$ cat config.mk
export PLATFORM = sky130hd
export DESIGN_NAME = oag_top
export DESIGN_NICKNAME = d
export VERILOG_FILES = /design/src/oag_pkg.sv /design/src/oag_top.sv /design/src/oag_seg_select.sv /design/src/oag_ea_adder.sv
export SDC_FILE = /design/constraint.sdc
export NUM_CORES = 1
export LEC_CHECK = 0
export ABC_AREA = 1
export BUFFER_PORTS_ARGS = -buffer_cell sky130_fd_sc_hd__buf_2
export CAP_MARGIN = 30
export CORE_AREA = 3 3 211 213
export CTS_CLUSTER_DIAMETER = 200
export DETAILED_ROUTE_END_ITERATION = 12
export DIE_AREA = 0 0 214 216
export SETUP_SLACK_MARGIN = 0.02
export SYNTH_ARGS = -nofsm -noshare
export SYNTH_HDL_FRONTEND = slang
export SYNTH_SLANG_ARGS = --single-unit
$ cat constraint.sdc
create_clock -name clk -period 6.05 [get_ports clk]
set_input_delay 0.9075 -clock clk [delete_from_list [all_inputs] [get_ports clk]]
set_output_delay 0.9075 -clock clk [all_outputs]
set_load 0.005 [all_outputs]
$ cat src/oag_pkg.sv
/*
 * Package for the operand address generation block: register codes,
 * segment codes, reference kinds, field widths and request/result carriers.
 * Assumes a core that presents one decoded operand request per cycle.
 */
`default_nettype none

package oag_pkg;

    // General register numbers as the register file indexes them.
    localparam logic [2:0] OAG_REG_LOW_ACC   = 3'h0;
    localparam logic [2:0] OAG_REG_HIGH_DATA = 3'h2;
    localparam logic [2:0] OAG_REG_STACK_PTR = 3'h4;
    localparam logic [2:0] OAG_REG_FRAME_BAS = 3'h5;

    // Segment register numbers.
    localparam logic [2:0] OAG_SEG_STRING = 3'h0;
    localparam logic [2:0] OAG_SEG_CODE   = 3'h1;
    localparam logic [2:0] OAG_SEG_STACK  = 3'h2;
    localparam logic [2:0] OAG_SEG_DATA   = 3'h3;

    // Field widths and positions.
    localparam int OAG_WORD_W     = 32;
    localparam int OAG_HALF_W     = 16;
    localparam int OAG_BYTE_W     = 8;
    localparam int OAG_SEL_W      = 16;
    localparam int OAG_FAR_SEL_LO = 32;
    localparam int OAG_FAR_W      = 48;

    // Values after reset.
    localparam logic [31:0] OAG_RST_WORD = 32'h0000_0000;
    localparam logic [15:0] OAG_RST_SEL  = 16'h0000;

    // Kind of memory reference.
    typedef enum logic [2:0] {
        OAG_REF_FETCH,
        OAG_REF_STACK,
        OAG_REF_DATA,
        OAG_REF_STR_DST
    } oag_ref_e;

    // Displacement width carried by the instruction.
    typedef enum logic [1:0] {
        OAG_DISP_NONE,
        OAG_DISP_8,
        OAG_DISP_16,
        OAG_DISP_32
    } oag_disp_e;

    // Scale factor codes; one means no scaling.
    typedef enum logic [1:0] {
        OAG_SCALE_1,
        OAG_SCALE_2,
        OAG_SCALE_4,
        OAG_SCALE_8
    } oag_scale_e;

    // Arithmetic operation class, for immediate legality.
    typedef enum logic [1:0] {
        OAG_OP_ARITH,
        OAG_OP_UNSIGNED_DIV,
        OAG_OP_SIGNED_QUOTIENT,
        OAG_OP_OTHER
    } oag_op_e;

    // One address request from the decoder.
    typedef struct packed {
        logic                valid;
        oag_ref_e            ref_kind;
        logic                addr32;
        logic                ovr_valid;
        logic [2:0]          ovr_seg;
        logic                base_valid;
        logic [2:0]          base_reg;
        logic                index_valid;
        logic [2:0]          index_reg;
        oag_scale_e          scale;
        oag_disp_e           disp_size;
        logic [31:0]         disp;
    } oag_req_s;

    // Immediate and operand-format request.
    typedef struct packed {
        logic                valid;
        oag_op_e             op;
        logic                imm_valid;
        logic [31:0]         imm;
        logic [31:0]         imm_max;
        logic                sel_from_mem;
        logic [15:0]         sel_mem;
        logic [2:0]          sel_reg;
        logic [47:0]         far_mem;
    } oag_opnd_s;

    // Address result.
    typedef struct packed {
        logic                valid;
        logic                fault;
        logic [2:0]          seg;
        logic [31:0]         offset;
    } oag_addr_s;

    // Operand-format result.
    typedef struct packed {
        logic                valid;
        logic                imm_fault;
        logic [31:0]         imm;
        logic [63:0]         pair;
        logic [15:0]         sel;
        logic [31:0]         far_off;
        logic [15:0]         far_sel;
    } oag_opres_s;

endpackage

`default_nettype wire

$ cat src/oag_top.sv
/*
 * Operand address generation top: registers each address request into a
 * segment and offset, and each operand-format request into checked
 * immediate, register-pair, selector and far-pointer fields.
 * Assumes the core presents requests in step with clk and reads the
 * register file combinationally through the ports given here.
 */
// What this block does
// - Arithmetic ops take an immediate, except both divide kinds.
// - Immediates never exceed an unsigned doubleword or the op's maximum.
// - Quadword pair: high data register upper half, low accumulator lower.
// - Instruction fetches always use the code segment.
// - Pushes and pops always use the stack segment.
// - Stack pointer or frame base as base selects the stack segment.
// - Other data references default to the data segment.
// - String destinations always use the string target segment.
// - A segment prefix replaces the default for data accesses.
// - Explicit selectors are sixteen bits from memory or a register.
// - Far pointer: offset in first doubleword, selector in next word.
// - Displacements come in eight, sixteen and thirty-two bit widths.
// - Index is multiplied by scale one, two, four or eight.
// - Base and index come from general registers.
// - Offset is displacement plus base plus scaled index.
// - Displacement, base and index are signed; scale always positive.
// - Offset counts bytes from segment start to operand's first byte.
// - The stack pointer is never accepted as an index.
// - Any part may be absent; scale only applies with an index.
// - Sixteen-bit address size uses sixteen-bit offsets and displacements.
`timescale 1ns/1ps
`default_nettype none

module oag_top (
    // Clock and reset.
    input  wire logic               clk,
    input  wire logic               rst,
    // Address request.
    input  wire oag_pkg::oag_req_s  req,
    // Operand-format request.
    input  wire oag_pkg::oag_opnd_s opnd,
    // General register file read ports.
    output logic [2:0]              gpr_rd_a,
    output logic [2:0]              gpr_rd_b,
    input  wire logic [31:0]        gpr_val_a,
    input  wire logic [31:0]        gpr_val_b,
    input  wire logic [31:0]        low_accumulator_register,
    input  wire logic [31:0]        high_data_pair_register,
    input  wire logic [15:0]        gpr_half_sel,
    // Results.
    output oag_pkg::oag_addr_s      addr_out,
    output oag_pkg::oag_opres_s     opnd_out
);
    import oag_pkg::*;

    // Whole registered state of the block.
    typedef struct packed {
        oag_addr_s  addr;
        oag_opres_s opres;
    } oag_state_s;

    oag_state_s state_r;
    oag_state_s state_nxt;
    logic [2:0]  seg_sel;
    logic [31:0] ea_offset;
    logic        index_ok;

    // The immediate is legal for this op and within its limit.
    function automatic logic imm_allowed(input oag_op_e op,
                                         input logic [31:0] imm,
                                         input logic [31:0] lim);
        logic div_op;
        div_op = (op == OAG_OP_UNSIGNED_DIV) ||
                 (op == OAG_OP_SIGNED_QUOTIENT);
        return !div_op && (imm <= lim);
    endfunction

    // Base and index are read from the general registers.
    assign gpr_rd_a = req.base_reg;
    assign gpr_rd_b = req.index_reg;

    // The stack pointer cannot serve as an index.
    assign index_ok = !(req.index_valid && req.index_reg == OAG_REG_STACK_PTR);

    oag_seg_select oag_seg_select_inst (
        .ref_kind   (req.ref_kind),
        .base_valid (req.base_valid),
        .base_reg   (req.base_reg),
        .ovr_valid  (req.ovr_valid),
        .ovr_seg    (req.ovr_seg),
        .seg        (seg_sel)
    );

    oag_ea_adder oag_ea_adder_inst (
        .addr32      (req.addr32),
        .disp_size   (req.disp_size),
        .disp        (req.disp),
        .base_valid  (req.base_valid),
        .base_val    (gpr_val_a),
        .index_valid (req.index_valid),
        .scale       (req.scale),
        .index_val   (gpr_val_b),
        .offset      (ea_offset)
    );

    // Next state from the two requests.
    always_comb begin
        state_nxt = state_r;
        state_nxt.addr.valid = req.valid;
        state_nxt.opres.valid = opnd.valid;
        if (req.valid) begin
            state_nxt.addr.seg    = seg_sel;
            state_nxt.addr.fault  = !index_ok;
            state_nxt.addr.offset = index_ok ? ea_offset : OAG_RST_WORD;
        end
        if (opnd.valid) begin
            state_nxt.opres.imm_fault = opnd.imm_valid &&
                !imm_allowed(opnd.op, opnd.imm, opnd.imm_max);
            state_nxt.opres.imm = (opnd.imm_valid && !state_nxt.opres.imm_fault)
                ? opnd.imm : OAG_RST_WORD;
            state_nxt.opres.pair = {high_data_pair_register,
                                    low_accumulator_register};
            state_nxt.opres.sel = opnd.sel_from_mem ? opnd.sel_mem
                                                    : gpr_half_sel;
            state_nxt.opres.far_off = opnd.far_mem[OAG_WORD_W-1:0];
            state_nxt.opres.far_sel =
                opnd.far_mem[OAG_FAR_W-1:OAG_FAR_SEL_LO];
        end
    end

    // Register the state.
    always_ff @(posedge clk or posedge rst) begin
        if (rst) begin
            state_r <= '0;
        end else begin
            state_r <= state_nxt;
        end
    end

    assign addr_out = state_r.addr;
    assign opnd_out = state_r.opres;

endmodule

`default_nettype wire

$ cat src/oag_seg_select.sv
/*
 * Segment selection for one memory reference: defaults by reference kind
 * and base register, then a prefix override where one is allowed.
 * Assumes the override segment number is a legal segment register.
 */
`timescale 1ns/1ps
`default_nettype none

module oag_seg_select (
    // Reference description.
    input  wire oag_pkg::oag_ref_e ref_kind,
    input  wire logic              base_valid,
    input  wire logic [2:0]        base_reg,
    input  wire logic              ovr_valid,
    input  wire logic [2:0]        ovr_seg,
    // Chosen segment register.
    output logic [2:0]             seg
);
    import oag_pkg::*;

    // Fixed kinds ignore the prefix; data references take it.
    always_comb begin
        seg = OAG_SEG_DATA;
        unique case (ref_kind)
            OAG_REF_FETCH:   seg = OAG_SEG_CODE;
            OAG_REF_STACK:   seg = OAG_SEG_STACK;
            OAG_REF_STR_DST: seg = OAG_SEG_STRING;
            default: begin
                if (base_valid && (base_reg == OAG_REG_STACK_PTR ||
                                   base_reg == OAG_REG_FRAME_BAS)) begin
                    seg = OAG_SEG_STACK;
                end else begin
                    seg = OAG_SEG_DATA;
                end
                if (ovr_valid) begin
                    seg = ovr_seg;
                end
            end
        endcase
    end

endmodule

`default_nettype wire

$ cat src/oag_ea_adder.sv
/*
 * Effective address adder: sign-extended displacement, base and scaled
 * index summed and cut to the active address size.
 * Assumes register values are already read from the register file.
 */
`timescale 1ns/1ps
`default_nettype none

module oag_ea_adder (
    // Components.
    input  wire logic               addr32,
    input  wire oag_pkg::oag_disp_e disp_size,
    input  wire logic [31:0]        disp,
    input  wire logic               base_valid,
    input  wire logic [31:0]        base_val,
    input  wire logic               index_valid,
    input  wire oag_pkg::oag_scale_e scale,
    input  wire logic [31:0]        index_val,
    // Offset within the segment.
    output logic [31:0]             offset
);
    import oag_pkg::*;

    logic [31:0] disp_ext;
    logic [31:0] base_term;
    logic [31:0] index_term;
    logic [31:0] sum;

    // Extend the displacement from its encoded width.
    always_comb begin
        disp_ext = OAG_RST_WORD;
        unique case (disp_size)
            OAG_DISP_NONE: disp_ext = OAG_RST_WORD;
            OAG_DISP_8:    disp_ext = {{24{disp[7]}}, disp[7:0]};
            OAG_DISP_16:   disp_ext = {{16{disp[15]}}, disp[15:0]};
            OAG_DISP_32:   disp_ext = disp;
        endcase
        if (!addr32) begin
            disp_ext = {16'h0000, disp_ext[15:0]};
        end
    end

    // Absent parts add nothing; scale only touches a present index.
    always_comb begin
        base_term  = base_valid ? base_val : OAG_RST_WORD;
        index_term = OAG_RST_WORD;
        if (index_valid) begin
            index_term = index_val << scale;
        end
    end

    // Two's complement wraps, so signed parts add as plain words.
    assign sum = disp_ext + base_term + index_term;

    // Carries above the address size are dropped.
    assign offset = addr32 ? sum : {16'h0000, sum[15:0]};

endmodule

`default_nettype wire

# After elaboration in Yosys (flattened, before gate mapping)
# Index checks and enable logic that the tools add are counted.
[classes] n_addsub=2 n_lt_le_gt_ge=1 eq_ne=10 n_shift=1 muxes=11 reduce_logical=12
[ops] op="2-to-1 mux 32 bit" count=6
[ops] op="one-hot mux 32 bit (4 select lines)" count=1
[ops] op="adder 32 bit" count=2
[ops] op="<= comparator 32 bit" count=1
[ops] op="left shift 32 x 2 -> 32 bit" count=1
[ops] op="2-to-1 mux 16 bit" count=1
[ops] op="== test 3 bit, second input constant" count=3
[ops] op="one-hot mux 3 bit (3 select lines)" count=1
[ops] op="== test 2 bit, second input constant" count=3
[ops] op="logical AND 1 bit" count=5
[ops] op="== test 2 x 1 -> 1 bit, second input constant" count=2
[ops] op="== test 3 x 1 -> 1 bit, second input constant" count=1
[ops] op="== test 3 x 2 -> 1 bit, second input constant" count=1
[ops] op="zero test 1 bit" count=3
[ops] op="zero test 3 bit" count=1
[ops] op="2-to-1 mux 3 bit" count=1
[ops] op="zero test 2 bit" count=1
[ops] op="logical OR 1 bit" count=2
[ops] op="2-to-1 mux 1 bit" count=1
[word_totals] register_bits=199 in_bits=335 out_inout_bits=205 elab_cells=48

# Longest topological paths before layout
# Gate-level depths: netlist of the first run.
[logic_depth] word_depth=9 depth_mapped=21 ltp_nobuf=20

# By module
# Synthesis of the first run repeated with hierarchy kept, for this count alone.
[hier_totals] cells_unflattened=1789 hier_area_um2=13046.3
[by_module_without_submodules] module="oag_top" n_inst=1 cells_each=948 area_per_inst_um2=8531.9 seq_area_each_um2=4979.8
[by_module_without_submodules] module="oag_ea_adder" n_inst=1 cells_each=817 area_per_inst_um2=4414.2 seq_area_each_um2=0.0
[by_module_without_submodules] module="oag_seg_select" n_inst=1 cells_each=24 area_per_inst_um2=100.1 seq_area_each_um2=0.0

# Worst setup path before layout of the first run
# OpenSTA, ideal clock, no wires.
[synth_timing] path_type="input to register" from="in req[33] (netlist bit)" to="reg state_r, in the netlist addr_out[17]" setup_time_ps=126 arrival_ps=3532 required_time_ps=5924 slack_ps=2392 path_stages=17 n_path_buf=2 path_cell_list="clkbuf_1 or2_2 clkbuf_1 nand2_1 fa_1 inv_1 ha_1 fa_1 nand2_1 nand3_1 and2_1 nand3_1 nand3_1 a21oi_1 nand2_1 nand2_1 o21ai_0"
[synth_between] elab_chain_len=7 word_cells_on_any_way=10 cone_classes="add/sub (2); eq/ne (3); mux (4); reduce/logical (1)"
[synth_lines] element="start: declaration" line="oag_top.sv:37" text="input wire oag_pkg::oag_req_s req,"
[synth_lines] element="== test 2 bit (tied with other cells)" line="oag_ea_adder.sv:32" text="unique case (disp_size)"
[synth_lines] element="one-hot mux 32 bit (4 select lines) (*)" line="oag_ea_adder.sv:32"
[synth_lines] element="2-to-1 mux 32 bit (*)" line="oag_ea_adder.sv:38" text="if (!addr32) begin"
[synth_lines] element="adder 32 bit (*) (2 in series)" line="oag_ea_adder.sv:53" text="assign sum = disp_ext + base_term + index_term;"
[synth_lines] element="2-to-1 mux 32 bit (*)" line="oag_ea_adder.sv:56" text="assign offset = addr32 ? sum : {16'h0000, sum[15:0]};"
[synth_lines] element="2-to-1 mux 32 bit (*)" line="oag_top.sv:112" text="state_nxt.addr.offset = index_ok ? ea_offset : OAG_RST_WORD;"
[synth_lines] element="end signal: assignment" line="oag_top.sv:134" text="state_r <= state_nxt;"
[synth_lines] element="end: declaration" line="oag_top.sv:60" text="oag_state_s state_r;"
# Mark *: on every way between the ends. The rest lies on a longest branch, timed or not.
# A chain may end at the register's enable or synchronous reset.

# Final worst setup path of the first run
[layout_timing] from="in req[39] (netlist bit)" to="reg state_r, in the netlist addr_out[28]"
[layout_between] elab_chain_len=4 word_cells_on_any_way=5 cone_classes="add/sub (1); mux (3); reduce/logical (1)"
[layout_lines] element="2-to-1 mux 32 bit" line="oag_ea_adder.sv:47" text="if (index_valid) begin"
[layout_lines] element="adder 32 bit" line="oag_ea_adder.sv:53"
[layout_lines] element="2-to-1 mux 32 bit" line="oag_ea_adder.sv:56"
[layout_lines] element="2-to-1 mux 32 bit (*)" line="oag_top.sv:112"
# Marked as above.

==> results of run 1 <==
[registers in the layout, indices dropped and copies added (netlist names)]
register	count
addr_out	37
opnd_out	162
[worst max-delay path, stage by stage]
cell and delay, ps:
buf_2 100, inv_1 50, nor2_2 250, clkinv_1 630, o21ai_0 450, inv_1 110, fa_1 540, inv_1 40
ha_1 310, or2_0 240, and2_1 210, nand3_1 100, nand3_2 140, nand3b_1 190, nand3_1 100, nand3_1 90
nand2_1 50
[final timing paths]
kind / start / to / slack, ps / cells past startpoint
max in group asynchronous: rst / opnd_out[25]$_DFFE_PP0P_ / 4360 / 3
min reg2reg: opnd_out[23]$_DFFE_PP0P_ / opnd_out[23]$_DFFE_PP0P_ / 470 / 2
min in group asynchronous: rst / opnd_out[76]$_DFFE_PP0P_ / 550 / 2
max reg2reg: addr_out[3]$_DFFE_PP0P_ / addr_out[3]$_DFFE_PP0P_ / 5320 / 1
min: opnd_out[23]$_DFFE_PP0P_ / opnd_out[23]$_DFFE_PP0P_ / 470 / 2
max: req[39] / addr_out[28]$_DFFE_PP0P_ / 1890 / 17
[placed cells by master (no fill, tap or decap), types with 4 or more instances in the layout]
cell and instances:
a21o_1 6, a21oi_1 72, buf_2 533, buf_4 7
clkbuf_16 17, clkinv_8 4, dfrtp_1 199, diode_2 5
fa_1 32, ha_1 62, inv_1 174, inv_12 5
mux2i_1 25, nand2_1 714, nand3_1 37, nand3b_1 4
nand4_1 42, nor2_1 78, nor3_1 6, o21ai_0 77
o21bai_1 5, o22ai_1 25
[final cells by class]
cell class | count | share of cell area [%]
Clock buffer | 17 | 2.63
Antenna cell | 5 | 0.0772
Tap cell | 585 | 4.52
Clock inverter | 15 | 1.26
Multi-Input combinational cell | 1216 | 39.4
Inverter | 178 | 4.16
Sequential cell | 199 | 30.7
Timing Repair Buffer | 543 | 17.3
[through the flow]
| step | std cells | cell area (µm²) | hold WS, ps |
|---|---|---|---|
| 2_1_floorplan | 1665 | 12400 | 465 |
| 3_3_place_gp | 2719 | 15500 | 449 |
| 3_5_place_dp | 2721 | 15600 | 454 |
| 4_1_cts | 2753 | 16200 | 475 |
| 5_1_grt | 2757 | 16200 | 497 |
| 6_report | 2758 | 16200 | 471 |
[kinds of logic after synthesis]
logic type,after synthesis,synth area share [%]
AND/OR/NAND/NOR,897,29.2
buffers and inverters,250,8.09
flip-flops,199,40.3
AO/OA/AOI/OAI,197,8.72
adder cells (fa/ha/maj),94,11.5
multiplexers,25,2.03
XOR/XNOR,3,0.213
[per-layer routing]
metal  global-route usage (%)  up-vias  share of wire (%)
li1                         -     6263                  -
met1                     24.0     5753                 42
met2                     33.3      479                 48
met4                     8.22       16                3.9
met5                        0        -               0.20
met3                     4.94       92                6.4
[power by group through the flow]
stage	Sequential [mW]	Combinational, mW	Clock, mW
global route	1.57	1.29	1.32
CTS	1.55	1.15	1.27
detailed placement	1.57	1.15	0
finish	1.55	1.14	1.22
global placement	1.57	1.14	0
floorplan	1.58	0.612	0
==> results by group, run 1 <==
Status
  – Status: finished, final reports clean

STA
  – Setup ws final: ~1900 ps
  – Max-slew violation count: 0
  – Setup TNS Final: 0 ps
  – Crit share post-route: ~69%
  – Worst-Margin Slew: around 840 ps
  – Min cycle time layout: between 4000 and 5000 ps
  – Hold Violations, Final: 0
  – Final setup skew: 0 ps
  – Max Freq: between 200 and 250 MHz
  – Slew headroom: 44.0%
  – RSZ-0062 raised after global routing: no
  – Endpoints failing setup: 0

Synthesis
  – Cell taking the most area after synthesis: dfrtp_1
  – Cell area after synthesis: between 10,000 and 15,000 µm²
  – Top-count cell post-synth: nand2_1
  – Largest cells by area after synthesis: dfrtp_1 40%, nand2_1 22%, ha_1 6.3%
  – Netlist cell types: between 40 and 50
  – Asr flop ratio synth: 100%
  – Sequential area share after synthesis: 40.3%
  – Synth Warn #: 0
  – #FFs+latches synth: between 150 and 200
  – Number of synthesized flops with an enable pin: 0
  – Top_reg_cell synth: dfrtp_1
  – Syn Nets: 2,094
  – Commonest cells post-synth: 714 x nand2_1, 199 x dfrtp_1, 175 x inv_1, 78 x nor2_1, 77 x o21ai_0
  – Share of the synthesized area in the top cell type: approximately two fifths
  – Syn Area/Cell: 7.42 µm²
  – Cells after synthesis: roughly 1,700

Critical path
  – Crit end category: flop
  – CP required: between 6000 and 7000 ps
  – Worst-path fanout max: 27
  – Crit path DAT: around 4500 ps
  – Setup CP Type: primary input to flop
  – CP startpoint kind: primary input

Drt
  – Routed len/inst: between 15 and 20 µm
  – Vias per cell: ~4.6
  – Detailed Route Iter0 Violations: 1,050
  – Drt total wl: ~47,000 µm
  – Via Count: 12,600
  – Final ANT Viol Nets: 0
  – Pre-Repair DR Iteration Count: 7
  – Remaining DRCs: 0

Run
  – Max cap viols: 0

GRT
  – First-pass GRT wire length: 71,900 µm
  – Total global-route track usage: between 10% and 20%
  – Largest net degree at the start of global routing: 121
  – Vias in the first global route: about 12,000
  – Initial antenna violation count: 14
  – Remaining global-route overflow: 0

Floorplan
  – Num rows: 76
  – Die area: between 40,000 and 50,000 µm²
  – Ports: between 500 and 600
  – Initial cell density of the core: between 20% and 30%
  – Die H: 216 µm
  – Die width: around 210 µm
  – Std-Cell Core Area: 42,900 µm²

Finish
  – Util after Layout: between 30% and 40%
  – Nets: 2,584
  – Fillcell total: between 4,000 and 5,000
  – Register area: between 4000 and 5000 µm²
  – Multi-input gate area: about 6400 µm²
  – Synthesis-to-finish area growth: 31.2%
  – Layout cells sized above 1: between 20 and 30%

Power
  – Switching power total: about 1.4 mW
  – Cell internal pwr: between 2 and 2.5 mW
  – Leak: around 9.4 nW
  – Seq pwr share: between 30% and 40%
  – Clock power frac: between 30% and 40%
  – Switching Fraction: between 30% and 40%
  – Logic pwr share: roughly 29%
  – Pwr/cell area: 241 nW/µm²
  – VDD IR max: approximately 190 µV
  – Tot Pwr: about 3.9 mW

Clocking
  – Setup repair bufs after CTS: 0
  – Clk root buf: clkbuf_16
  – CTS Buf Count: 17
  – Clock Path Buffers: 2
  – Worst-path clk slew: approximately 80 ps
  – Hold-fix buffers, CTS: 0
  – CTS H-tree lvls: 4
  – Clk_lat worst skew: ~460 ps
  – CTS resizes: 0
  – Clk sinks: around 200
  – CTS tree: done

Placed design
  – Pre-CTS WS: approximately 1500 ps
  – Post-DP HPWL: ~38,000 µm
  – Port buffer count: approximately 530
  – Gp weighted congestion: just over 0.9

Min path
  – Tightest Hold Check Type: flop to flop
(Power assumes the default switching activity.)
==> inputs of run 2 (changes only) <==
ABC_AREA = 0   (was 1)
CORE_AREA = 3 3 210 212   (was 3 3 211 213)
DIE_AREA = 0 0 213 215   (was 0 0 214 216)
clock period = 4.3 ns   (was 6.05 ns; I/O delays follow)
==> run 2 against run 1 <==
Compared with the run above:
- die area down 0.93%
- worst setup slack worse by 1500 ps
- design area up 5.7%
- global-route usage up 0.46 points
- clock skew unchanged
- non-clock buffer count up 66
- critical endpoint is now addr_out[31]$_DFFE_PP0P_
- highest routed layer unchanged
- final cell count down 11%
==> results by group, run 2 <==
Synthesis
  – Cells after synthesis: 1,368 (-18%)
  – Sequential area share after synthesis: 38.6% (-1.7 points)
  – Cell area after synthesis: 12,900 µm² (+4.4%)
  – Share of the synthesized area in the top cell type: 38.6% (-1.7 points)
  – Synth Warn #: 0 (unchanged)
  – Syn Area/Cell: 9.43 µm² (+27%)
  – Top-count cell post-synth: dfrtp_1
  – Netlist cell types: 73 (+74%)
  – Number of synthesized flops with an enable pin: 0 (unchanged)
  – Cell taking the most area after synthesis: dfrtp_1
  – Top_reg_cell synth: dfrtp_1
  – Syn Nets: 1,797 (-14%)
  – #FFs+latches synth: 199 (unchanged)
  – Commonest cells post-synth: 199 x dfrtp_1, 157 x nand2_1, 113 x inv_1, 113 x mux2_2, 102 x nand3_1
  – Asr flop ratio synth: 100% (unchanged)
  – Largest cells by area after synthesis: dfrtp_1 39%, mux2_2 9.9%, ha_1 6.0%

Floorplan
  – Die H: 215 µm (-0.46%)
  – Num rows: 75 (-1.3%)
  – Die width: 213 µm (-0.47%)
  – Initial cell density of the core: 30.6% (+1.8 points)
  – Ports: 540 (unchanged)
  – Std-Cell Core Area: 42,100 µm² (-1.8%)
  – Die area: 45,800 µm² (-0.93%)

Power
  – Logic pwr share: 32.5% (+3.4 points)
  – Cell internal pwr: 3.73 mW (+50%)
  – Clock power frac: 28.6% (-2.7 points)
  – Leak: 8.99 nW (-4.8%)
  – Switching Fraction: 34.2% (-2.1 points)
  – Switching power total: 1.94 mW (+37%)
  – VDD IR max: 248 µV (+33%)
  – Seq pwr share: 38.9% (-0.7 points)
  – Pwr/cell area: 331 nW/µm² (+37%)

Clocking
  – CTS resizes: 0 (unchanged)
  – CTS Buf Count: 17 (unchanged)
  – Clk sinks: 199 (unchanged)
  – Clk_lat worst skew: 440 ps (-20 ps)
  – Clk root buf: clkbuf_16
  – CTS H-tree lvls: 4 (unchanged)
  – Hold-fix buffers, CTS: 0 (unchanged)
  – Worst-path clk slew: 80 ps (about the same)
  – CTS tree: done
  – Setup repair bufs after CTS: 0 (unchanged)
  – Clock Path Buffers: 2 (unchanged)

Finish
  – Nets: 2,327 (-9.9%)
  – Leading cell type in the layout, fill and taps excluded: buf_2
  – Synthesis-to-finish area growth: 32.8%
  – Largest register FFs: 162 (unchanged)
  – Layout cells sized above 1: 40.5% (+13 points)
  – Fin cells: 2,456 (-11%)
  – Util after Layout: 40.6% (+2.9 points)
  – Most frequent cells in the layout: 533 x buf_2, 199 x dfrtp_1, 157 x nand2_1

STA
  – Min cycle time layout: slightly below 4000 ps
  – Crit share post-route: between 90 and 100%
  – Hold_ws: 101 ps (-370 ps)
  – Endpoints failing setup: 0 (unchanged)
  – RSZ-0062 raised after global routing: no
  – Hold Violations, Final: 0 (unchanged)
  – Final setup skew: 0 ps (unchanged)
  – Slew headroom: 41.2% (-2.8 points)
  – Max Freq: 258 MHz
  – Max-slew violation count: 0 (unchanged)
  – Worst-Margin Slew: 879 ps (+39.6 ps)

Critical path
  – Crit end category: flop
  – CP required: 4690 ps (-1710 ps)
  – Crit path DAT: 4260 ps (-250 ps)
  – Cells on worst reg2reg path: 2 (+1)
  – Reg-to-reg slack, setup: 3350 ps (-1970 ps)
  – Setup CP Type: primary input to flop
  – Critical Path Start: req[35]
  – CP startpoint kind: primary input
  – Worst-path fanout max: 22 (-19%)
  – RR Endpoint: opnd_out[160]$_DFFE_PP0P_
  – Worst flop-to-flop path startpoint: opnd_out[160]$_DFFE_PP0P_

Drt
  – Remaining DRCs: 0 (unchanged)
  – Pre-Repair DR Iteration Count: 5 (-2)
  – Via Count: 12,100 (-3.7%)
  – Vias per cell: 4.94 (+8.2%)
  – Final ANT Viol Nets: 0 (unchanged)
  – Routed len/inst: 19.4 µm (+14%)
  – Drt total wl: 47,500 µm (+1.9%)
  – Detailed Route Iter0 Violations: 569 (-46%)

Placed design
  – Port buffer count: 534 (unchanged)
  – Gp weighted congestion: 0.889 (-4.1%)
  – Post-DP HPWL: 39,300 µm (+4.1%)
  – Placed Instances: 2,417 (-11%)

GRT
  – Remaining global-route overflow: 0 (unchanged)
  – Total global-route track usage: 20.2% (+0.46 points)
  – First-pass GRT wire length: 71,100 µm (-1.1%)
  – Vias in the first global route: 12,300 (-1.4%)
  – Initial antenna violation count: 6 (-8)
  – Largest net degree at the start of global routing: 88 (-27%)

Status
  – Status: finished, final reports clean

Min path
  – Tightest Hold Check Type: primary input to asynchronous set/reset pin

Run
  – Max cap viols: 0 (unchanged)
[run 2: cell families (layout without fill, tap and decap cells)]
| group | after synthesis | after routing | share of synthesized area, % |
|---|---|---|---|
| AO/OA/AOI/OAI | 207 | 207 | 11.0 |
| XOR/XNOR | 22 | 22 | 1.49 |
| adder cells (fa/ha/maj) | 94 | 94 | 11.0 |
| buffers and inverters | 211 | 754 | 6.48 |
| flip-flops | 199 | 199 | 38.6 |
| multiplexers | 163 | 163 | 13.8 |
| other | 0 | 6 | 0 |
| AND/OR/NAND/NOR | 472 | 472 | 17.6 |
[run 2: final cells by class]
type,instances,area [µm²]
sequential,199,4980
antenna,6,15.0
multi-input combinational,958,7110
clock buffer,18,429
tap,539,674
clock inverter,14,165
inverter,113,428
timing repair buffer,609,3320
fill,4266,25000
[run 2: critical path, cell delays in order]
cell and delay (ps):
buf_2 230, nor2b_1 210, nand2_1 110, fa_1 540, inv_1 40, ha_1 210, fa_1 410, a211oi_2 300
o21bai_2 140, a2111oi_4 300, buf_4 190, o21ai_2 70, a311o_1 390, or3_1 380, nand3_1 70
[run 2: worst max path at each step]
stage	endpoint	slack, ps	depth (start not counted)
3_3_place_gp	addr_out[31]$_DFFE_PP0P_	8	15
3_5_place_dp	addr_out[31]$_DFFE_PP0P_	-30	15
4_1_cts	addr_out[31]$_DFFE_PP0P_	460	15
2_1_floorplan	addr_out[31]$_DFFE_PP0P_	20	15
5_1_grt	addr_out[28]$_DFFE_PP0P_	190	16
6_report	addr_out[31]$_DFFE_PP0P_	430	15
[run 2: per-stage QoR]
stage	TNS, ps	area, µm²	total power [mW]	setup WS (ps)
after global placement	0	16400	4.07	8.48
after global routing	0	17100	6.03	189
after CTS	0	17100	5.76	463
after floorplan	0	12900	3.22	21.8
final	0	17100	5.67	426
after detailed placement	-26.1	16500	4.10	-26.1
[run 2: routing by layer]
layer	part of all wire, %	wire length (µm)	track usage [%]	up-vias
met4	4.9	2320	10.2	2
met1	38	18000	22.3	5767
met2	50	23700	35.8	470
li1	-	-	-	5815
met5	0.027	13	0	-
met3	7.3	3470	4.75	85
[run 2: power groups by stage]
| stage | Combinational [mW] | Clock, mW | Sequential, mW |
|---|---|---|---|
| finish | 1.84 | 1.62 | 2.20 |
| global route | 2.04 | 1.75 | 2.23 |
| CTS | 1.87 | 1.68 | 2.21 |
| detailed placement | 1.86 | 0 | 2.24 |
| global placement | 1.84 | 0 | 2.23 |
| floorplan | 0.965 | 0 | 2.26 |
